==> config.mk <==
export PLATFORM = sky130hd
export DESIGN_NAME = trip_relay_command_logic
export DESIGN_NICKNAME = d
export VERILOG_FILES = /design/src/rtl/trip_stretch.v /design/src/rtl/trip_relay_command_logic.v
export VERILOG_INCLUDE_DIRS = /design/src /design/src/inc
export SDC_FILE = /design/constraint.sdc
export NUM_CORES = 1
export LEC_CHECK = 0
export CAP_MARGIN = 10
export CORE_ASPECT_RATIO = 1.5
export CORE_UTILIZATION = 44
export CTS_BUF_LIST = sky130_fd_sc_hd__clkbuf_4
export CTS_CLUSTER_DIAMETER = 100
export DETAILED_ROUTE_END_ITERATION = 8
export DONT_BUFFER_PORTS = 1
export GPL_TIMING_DRIVEN = 0
export PLACE_DENSITY = 0.58
export SYNTH_ARGS = -nofsm -noshare
export SYNTH_HDL_FRONTEND = slang
export SYNTH_HIERARCHICAL = 1
export SYNTH_SLANG_ARGS = --single-unit
export TNS_END_PERCENT = 30
==> constraint.sdc <==
create_clock -name clk -period 1.9 [get_ports clk]
set_clock_uncertainty 0.05 [all_clocks]
set_input_delay 0.19 -clock clk [delete_from_list [all_inputs] [get_ports clk]]
set_output_delay 0.19 -clock clk [all_outputs]
set_load 0.03 [all_outputs]
==> src/inc/trip_relay_defs.vh <==
// Constants for the trip relay command logic
`ifndef TRIP_RELAY_DEFS_VH
`define TRIP_RELAY_DEFS_VH
`define CLK_FREQ_HZ 40000000
`define SAMPLE_PERIOD_US 1000
`define PREP_TIMEOUT_MS 50
`define USER_LAT_MIN_MS 2
`define USER_LAT_MAX_MS 4
`define CYCLES_PER_SAMPLE ((`CLK_FREQ_HZ / 1000000) * `SAMPLE_PERIOD_US)
`define NUM_CONTACTS 4
`define NUM_PHASES 3
`define STRETCH_DEFAULT_MS 8'h64
`endif

==> src/rtl/trip_stretch.v <==
// Minimum on-time stretcher for one aligned trip line
`timescale 1ns/1ps
`include "trip_relay_defs.vh"
module trip_stretch #(
	parameter CW = 16
) (
	clk,
	nrst,
	tick,
	req,
	min_ticks,
	out
);
	input wire clk;
	input wire nrst;
	input wire tick;
	input wire req;
	input wire [CW-1:0] min_ticks;
	output reg out;

	reg [CW-1:0] cnt_q;

	// Restart on every request tick; hold until count runs out
	always @(posedge clk) begin
		if (!nrst) begin
			cnt_q <= {CW{1'b0}};
			out <= 1'b0;
		end else if (tick) begin
			if (req) begin
				cnt_q <= min_ticks;
				out <= 1'b1;
			end else if (cnt_q > {{(CW-1){1'b0}}, 1'b1}) begin
				cnt_q <= cnt_q - {{(CW-1){1'b0}}, 1'b1};
				out <= 1'b1;
			end else begin
				cnt_q <= {CW{1'b0}};
				out <= 1'b0;
			end
		end
	end
endmodule // trip_stretch

==> src/rtl/trip_relay_command_logic.v <==
// Two-step trip contact command logic with fast, single-cycle and user sources
`timescale 1ns/1ps
`include "trip_relay_defs.vh"
module trip_relay_command_logic #(
	parameter NC = `NUM_CONTACTS,
	parameter SAMPLE_CYCLES = `CYCLES_PER_SAMPLE,
	parameter PREP_TICKS = `PREP_TIMEOUT_MS,
	parameter USER_DELAY_TICKS = `USER_LAT_MIN_MS,
	parameter SCW = 16
) (
	clk,
	nrst,
	prot_pickup,
	prot_trip,
	phase_trip,
	ph2ph_fault,
	align_3ph_en,
	stretch_ticks,
	align_assign,
	fast_sig,
	single_cycle_en_n,
	user_sig,
	mech_contact,
	fast_switch,
	contact_out,
	prep_active,
	sample_tick
);
	input wire clk;
	input wire nrst;
	input wire [NC-1:0] prot_pickup;
	input wire [NC-1:0] prot_trip;
	input wire [`NUM_PHASES-1:0] phase_trip;
	input wire ph2ph_fault;
	input wire align_3ph_en;
	input wire [SCW-1:0] stretch_ticks;
	input wire [NC*`NUM_PHASES-1:0] align_assign;
	input wire [NC-1:0] fast_sig;
	input wire [NC-1:0] single_cycle_en_n;
	input wire [NC-1:0] user_sig;
	output reg [NC-1:0] mech_contact;
	output reg [NC-1:0] fast_switch;
	output reg [NC-1:0] contact_out;
	output reg [NC-1:0] prep_active;
	output reg sample_tick;

	localparam ST_IDLE = 3'b001;
	localparam ST_PREP = 3'b010;
	localparam ST_TRIP = 3'b100;

	reg [31:0] div_q;
	reg [NC-1:0] fast_q;
	reg [NC-1:0] user_pipe_q [0:USER_DELAY_TICKS];
	wire [`NUM_PHASES-1:0] phase_req;
	wire [`NUM_PHASES-1:0] phase_str;
	reg [NC-1:0] align_or;
	integer k;
	integer j;
	genvar g;

	// OR of assigned phase lines for one contact
	function align_pick;
		input [`NUM_PHASES-1:0] ph;
		input [`NUM_PHASES-1:0] msk;
		begin
			align_pick = |(ph & msk);
		end
	endfunction

	// Sampling cycle tick: the fast path updates once per period
	always @(posedge clk) begin
		if (!nrst) begin
			div_q <= 32'h00000000;
			sample_tick <= 1'b0;
		end else if (div_q >= SAMPLE_CYCLES - 1) begin
			div_q <= 32'h00000000;
			sample_tick <= 1'b1;
		end else begin
			div_q <= div_q + 32'h00000001;
			sample_tick <= 1'b0;
		end
	end

	// With align_3ph_en set, a phase-to-phase fault widens any phase request to all three
	assign phase_req = (align_3ph_en && ph2ph_fault && (|phase_trip)) ?
		{`NUM_PHASES{1'b1}} : phase_trip;

	generate
		for (g = 0; g < `NUM_PHASES; g = g + 1) begin : g_str
			trip_stretch #(
				.CW(SCW)
			) u_str (
				.clk(clk),
				.nrst(nrst),
				.tick(sample_tick),
				.req(phase_req[g]),
				.min_ticks(stretch_ticks),
				.out(phase_str[g])
			);
		end
	endgenerate

	always @* begin
		for (j = 0; j < NC; j = j + 1) begin
			align_or[j] = align_pick(phase_str,
				align_assign[j*`NUM_PHASES +: `NUM_PHASES]);
		end
	end

	// Per-contact two-step preparation state
	generate
		for (g = 0; g < NC; g = g + 1) begin : g_ch
			reg [2:0] st_q;
			reg [15:0] tmo_q;
			always @(posedge clk) begin
				if (!nrst) begin
					st_q <= ST_IDLE;
					tmo_q <= 16'h0000;
				end else if (sample_tick) begin
					case (st_q)
						ST_IDLE: begin
							tmo_q <= 16'h0000;
							if (prot_trip[g])
								st_q <= ST_TRIP;
							else if (prot_pickup[g])
								st_q <= ST_PREP;
						end
						ST_PREP: begin
							if (prot_trip[g]) begin
								st_q <= ST_TRIP;
							end else if (tmo_q >= PREP_TICKS - 1) begin
								st_q <= ST_IDLE;
								tmo_q <= 16'h0000;
							end else begin
								tmo_q <= tmo_q + 16'h0001;
							end
						end
						ST_TRIP: begin
							if (!prot_trip[g])
								st_q <= prot_pickup[g] ? ST_PREP : ST_IDLE;
							tmo_q <= 16'h0000;
						end
						default: st_q <= ST_IDLE;
					endcase
				end
			end
			always @(posedge clk) begin
				if (!nrst) begin
					mech_contact[g] <= 1'b0;
					fast_switch[g] <= 1'b0;
					prep_active[g] <= 1'b0;
				end else begin
					mech_contact[g] <= (st_q != ST_IDLE);
					fast_switch[g] <= (st_q == ST_TRIP);
					prep_active[g] <= (st_q == ST_PREP);
				end
			end
		end
	endgenerate

	// Single-cycle signals sampled each tick, no preparation; default on
	always @(posedge clk) begin
		if (!nrst)
			fast_q <= {NC{1'b0}};
		else if (sample_tick)
			fast_q <= fast_sig & ~single_cycle_en_n;
	end

	// User logic is slower: delayed by whole sample periods, direct drive
	always @(posedge clk) begin
		if (!nrst) begin
			for (k = 0; k <= USER_DELAY_TICKS; k = k + 1)
				user_pipe_q[k] <= {NC{1'b0}};
		end else if (sample_tick) begin
			user_pipe_q[0] <= user_sig;
			for (k = 1; k <= USER_DELAY_TICKS; k = k + 1)
				user_pipe_q[k] <= user_pipe_q[k-1];
		end
	end

	// Breaker energised when series pair closed or any other source on
	always @(posedge clk) begin
		if (!nrst)
			contact_out <= {NC{1'b0}};
		else
			contact_out <= (mech_contact & fast_switch) | align_or | fast_q |
				user_pipe_q[USER_DELAY_TICKS];
	end
endmodule // trip_relay_command_logic

# After elaboration in Yosys (flattened, before gate mapping)
# Memory sizes are Yosys's and may differ from the RTL's.
# Cells that the tools add are included.
# totals
ff_bits	180
mem_bits_rw	12
inputBits	55
out_inout_bits	17
elab_cells	178
memories	1
# op_classes
add_sub_neg	8
n_lt_le_gt_ge	8
eq_ne	32
muxes	61
n_bitwise	14
n_reduce_logical	24
# memory_table
name	depth	width	read_ports	rd_clocked_by_memory_dff	wr	line	rtl
user_pipe_q	3	4	3	0	3	trip_relay_command_logic.v:53	reg [NC-1:0] user_pipe_q [0:USER_DELAY_TICKS];
# op_table
operator	count
$mux 16	14
$pmux 16 s2	4
$add 16x1->16 const B	4
$ge 16x6->1 const B	4
$mux 3	21
$gt 16x1->1 const B	3
$sub 16x1->16 const B	3
$pmux 3 s3	4
$add 32x1->32 const B	1
$ge 32x16->1 const B	1
$ne 3x3->1 const B	8
$ne 2x2->1 const B	8
$reduce_and 4->1	4
$reduce_or 3->1	5
$and 3x3->3	4
$eq 3x1->1 const B	4
$eq 3x2->1 const B	4
$eq 3x3->1 const B	4
$mux 4	3
$ne 3x1->1 const B	4
$or 4x4->4	3
$reduce_and 3->1	4
$mux 1	11
$reduce_or 2->1	5
7 further kinds	17

# Longest topological paths before layout
# depth
depth_word	5
mapped_depth	8
mapped_depth_nobuf	7

# Cells and area by module
# The synthesis kept the hierarchy.
# modules_own_cells
mod	instances	cells_each	area_each_um2	seq_area_each_um2
trip_relay_command_logic	1	666	6184.7	2942.8
trip_stretch	3	157	1178.6	340.3

# Worst setup path after synthesis
# Ideal clock, no wire load.
# synth_path
path_kind	register to register
from	register sample_tick
to	register g_ch[1].tmo_q[10]
setup_ps	117
t_arrival_ps	2059
required_ps	1733
setup_slack_ps	-326
path_stages_with_launch	8
path_buffers	3
synth_period_minus_slack_ps	2226
path_cell_list	dfxtp_1 -> buf_2 -> nor4bb_1 -> a211oi_1 -> buf_2 -> o21ai_1 -> buf_2 -> nor2_1
# synth_between
elab_chain_len	1
# synth_lines
element	line	rtl
start: declaration	trip_relay_command_logic.v:45	output reg sample_tick;
start signal: assignment	trip_relay_command_logic.v:74	sample_tick <= 1'b0;
start signal: assignment	trip_relay_command_logic.v:77	sample_tick <= 1'b1;
start signal: assignment	trip_relay_command_logic.v:80	sample_tick <= 1'b0;
$reduce_and 3->1 (no source line)	n/a	
end signal: assignment	trip_relay_command_logic.v:135	tmo_q <= tmo_q + 16'h0001;
end: declaration	trip_relay_command_logic.v:114	reg [15:0] tmo_q;
# No other way between the ends.
# A chain may end at the register's enable or synchronous reset.

# Worst setup path after layout
# layout_path
from	register g_ch[0].st_q[0]
to	register g_ch[0].tmo_q[1]
# layout_between
elab_chain_len	4
word_cells_on_any_way	8
classes_between	eq/ne: 4; mux: 1; reduce/logical: 3
# layout_lines
element	line	rtl
start: declaration	trip_relay_command_logic.v:113	reg [2:0] st_q;
start signal: assignment	trip_relay_command_logic.v:140	st_q <= prot_pickup[g] ? ST_PREP : ST_IDLE;
$eq 3x3->1 / $eq 3x1->1 (equally long branches)	trip_relay_command_logic.v:120	case (st_q)
$reduce_or 2->1 (no source line)	n/a	
$reduce_bool 2->1 (no source line)	n/a	
$reduce_and 3->1 (no source line)	n/a	
end signal: assignment	trip_relay_command_logic.v:135	
end: declaration	trip_relay_command_logic.v:114	
# Parallel ways exist; a longest one is shown, timed or not.

==> impl_metrics.py <==
metrics = {
    "outcome": {
        "outcome": "complete, but fails checks",
        "violations": "negative setup slack",
    },
    "yosys": {
        "synth-simple-area-share_pct": 28.3,
        "synthArstFlopShare_pct": 0,
        "synth_xor_area_share_pct": 4.23,
        "yosys.area.top_type_share_pct": 37.1,
        "synth_cell_type_count": 77,
        "synth_edf_count": 12,
        "postSynthAreaPerCell_um2": 8.55,
        "synth_flop_cell": "dfxtp_1",
        "synth_area_leader_cell": "dfxtp_1",
        "synth_top_family_by_area": "simple AND/OR/NAND/NOR gates",
        "synthCells": 1137,
        "synth_compound_area_share_pct": 18.3,
        "synth.area.top_cells": "dfxtp_1 (37%), nor2_1 (5.7%), edfxtp_1 (3.7%)",
        "syn-cell-area_um2": 9720,
        "muxShareOfSynthArea_pct": 1.03,
        "yosysWarnings": 6,
        "synth_seq_area_share_pct": 40.8,
        "ys_seq_elements": 192,
        "yosys.area_share.adder_pct": 2.45,
    },
    "route": {
        "wire_per_inst_um": 18.7,
        "drtPass1Iterations": 5,
        "vias_per_cell": 5.89,
        "route.detailed.drc": 0,
        "routed_wl_mm": 29.0,
        "route.vias.total": 9146,
        "drt_iter0_drc": 594,
        "ant_nets": 0,
    },
    "final_layout": {
        "n_fill_cell": 2030,
        "stdcell_area_um2": 12100,
        "area_delta_synth_final_pct": 24.6,
        "post-route-util_pct": 55.8,
        "drive_gt1_share_pct": 20.7,
        "final_nets": 1339,
        "final_cell_mix": "dfxtp_1 (147), nor2_1 (122), nand2_1 (85), a21oi_1 (48), dlygate4sd3_1 (48)",
        "instances_no_fill": 1552,
        "layout_commonest_cell": "dfxtp_1",
    },
    "worst_hold_path": {
        "hp-class": "in -> reg",
        "worstHoldStart": "prot_trip[1]",
    },
    "place": {
        "dp_hpwl_mm": 19.3,
        "dp_cells": 1424,
        "placed_area_um2": 10100,
        "gp_congestion": 0.902,
        "io_buffers": 0,
    },
    "grt": {
        "grt_max_degree": 23,
        "grtUsageTotal_pct": 25.4,
        "grt_pass1_wl_mm": 44.6,
        "grt_antenna_before_repair": 2,
        "grt_pass1_vias": 8696,
        "grt.overflow.total": 0,
    },
    "power_and_ir_drop": {
        "finalPower_uw": 9420,
        "p_per_area_nw_per_um2": 778,
        "clkPwrFrac_pct": 26.1,
        "swShare_pct": 31.9,
        "internal_power_uw": 6420,
        "leakagePower_uw": 0.00444,
        "combinationalPowerShare_pct": 25.5,
        "seq_power_share_pct": 48.4,
        "p_sw_uw": 3000,
        "ir_worst_vdd_v": 0.000465,
    },
    "critical_path": {
        "r2r_start": "g_ch[0].st_q[0]",
        "crit_chain": "buf_6, or4b_4, o221a_4, buf_8, o31ai_2, and2_1",
        "worstPathMaxFanout": 10,
        "cp-start-kind": "flip-flop",
        "end_kind": "flip-flop",
        "arrival_ns": 2.45,
        "critPathLaunch": "g_ch[0].st_q[0]",
        "crit_type": "reg -> reg",
        "slowest_stage": "or4b_4",
        "worstPathRequired_ns": 2.39,
        "crit_path_max_incr_delay_ns": 0.54,
    },
    "floorplan": {
        "rows": 66,
        "io_pins": 72,
        "die_h_um": 184,
        "die_w_um": 123,
        "die-area_um2": 22700,
        "start_util_pct": 44.8,
        "coreArea_um2": 21700,
    },
    "timing": {
        "rsz0062_at_grt": "yes",
        "slew_viol_final": 0,
        "post-route-period-util_pct": 103,
        "finalSetupViolations": 21,
        "fin_ws_ns": -0.0610,
        "relSlewSlack_pct": 48.5,
        "hold_violations": 0,
        "worstMarginPinSlew_ns": 0.773,
        "fmax_ghz": 0.510,
        "period_minus_slack_ns": 1.96,
    },
    "clock_network": {
        "numCtsBuffers": 17,
        "cts_sinks": 192,
        "cts_buffer_depth": 2,
        "cts.clk_slew.worst_paths_ns": 0.15,
        "cts_tree": "built",
        "cts-root-buf": "clkbuf_4",
        "clock_latency_ns": 0.60,
        "h-tree-depth": 4,
    },
    "run": {
        "cap_violations": 0,
    },
}
==> timing repair <==
action,in CTS,in global routing
pin swaps,21,67
hold buffers,49,0
resized for setup,95,136
setup endpoints to repair,162,132
gates cloned,1,4
buffers inserted,18,25
endpoints found under the hold margin,116,0
==> state kept, by name (all words and copies together), names as in the netlist <==
| name | count |
|---|---|
| g_ch.st_q | 12 |
| div_q | 32 |
| user_pipe_q | 12 |
| fast_switch | 4 |
| g_str.u_str/cnt_q | 48 |
| sample_tick | 1 |
| mech_contact | 4 |
| g_ch.tmo_q | 64 |
| fast_q | 4 |
| prep_active | 4 |
| g_str.u_str/out | 3 |
| contact_out | 4 |
==> power groups by stage <==
stage | clock (uW) | combinational (uW) | sequential, uW
after floorplan | 0 | 1370 | 4550
after global placement | 0 | 1720 | 4620
after detailed placement | 0 | 1720 | 4620
after CTS | 2560 | 2050 | 4540
after global routing | 2700 | 2600 | 4600
final | 2460 | 2400 | 4560
==> Yosys cell counts, types with 9 or more instances <==
master	count
clkbuf_1	36
o211ai_1	13
a41oi_1	9
and3_1	34
nor2b_1	12
nand2_1	87
nand3_1	48
a31oi_1	19
dfxtp_1	180
a21oi_1	49
nor3b_1	10
a211oi_1	11
nor4_1	31
xor2_1	19
mux2i_1	10
ha_1	19
edfxtp_1	12
o21ai_0	40
xnor2_1	28
o21ai_1	10
inv_1	41
buf_6	9
nor2_1	148
nand4_1	13
nand3b_1	13
a22oi_1	12
and2_1	10
and4_1	9
nor3_1	25
a22o_1	9
==> worst max-delay path: cells and delay by family (launching register included) <==
kind	cells	cell delay, ns
simple gates	2	0.69
compound gates	2	0.55
flops	1	0.33
buf+inv	2	0.29
==> metal layers <==
metal	vias up	global-route usage, %	wire length, um	part of all wire (%)
li1	4412	-	-	-
met1	4358	27.9	11500	40
met2	298	45.1	14700	51
met3	78	5.09	1430	4.9
met4	0	13.9	1330	4.6
met5	-	0	0	0
==> cell type report <==
cell class | count | area, um2 | share of cell area [%]
Antenna cell | 2 | 5.00 | 0.0413
Buffer | 58 | 360 | 2.97
Clock buffer | 17 | 128 | 1.05
Clock inverter | 15 | 191 | 1.58
Inverter | 44 | 169 | 1.39
Multi-Input combinational cell | 855 | 6000 | 49.6
Sequential cell | 192 | 4030 | 33.3
Tap cell | 272 | 340 | 2.81
Timing Repair Buffer | 97 | 885 | 7.30
==> through the flow <==
step | setup TNS (ns) | hold WS, ns | setup slack [ns]
finish | -0.539 | 0.0308 | -0.0610
CTS | -0.668 | 0.00840 | -0.0504
floorplan | 0 | 0.302 | 0.00283
global placement | -35.78 | 0.317 | -0.526
detailed placement | -36.30 | 0.327 | -0.588
global route | -4.40 | 0.0110 | -0.190
==> cells by family (layout without fill, tap and decap cells) <==
logic type               count (synthesis)  in the layout
buffers and inverters                  105            231
flip-flops                             192            192
AO/OA/AOI/OAI                          252            252
adder cells (fa/ha/maj)                 19             19
XOR/XNOR                                47             47
other                                    1             18
multiplexers                            10             10
AND/OR/NAND/NOR                        511            511
==> worst paths after layout <==
kind                       end  slack (ns)  cells after the start
max           g_ch[0].tmo_q[1]       -0.06                      6
min            g_ch[1].st_q[2]        0.03                      4
max reg2reg   g_ch[0].tmo_q[1]       -0.06                      6
min reg2reg  g_ch[1].tmo_q[12]        0.44                      2
Note: power is estimated with default switching activity, not from simulation.
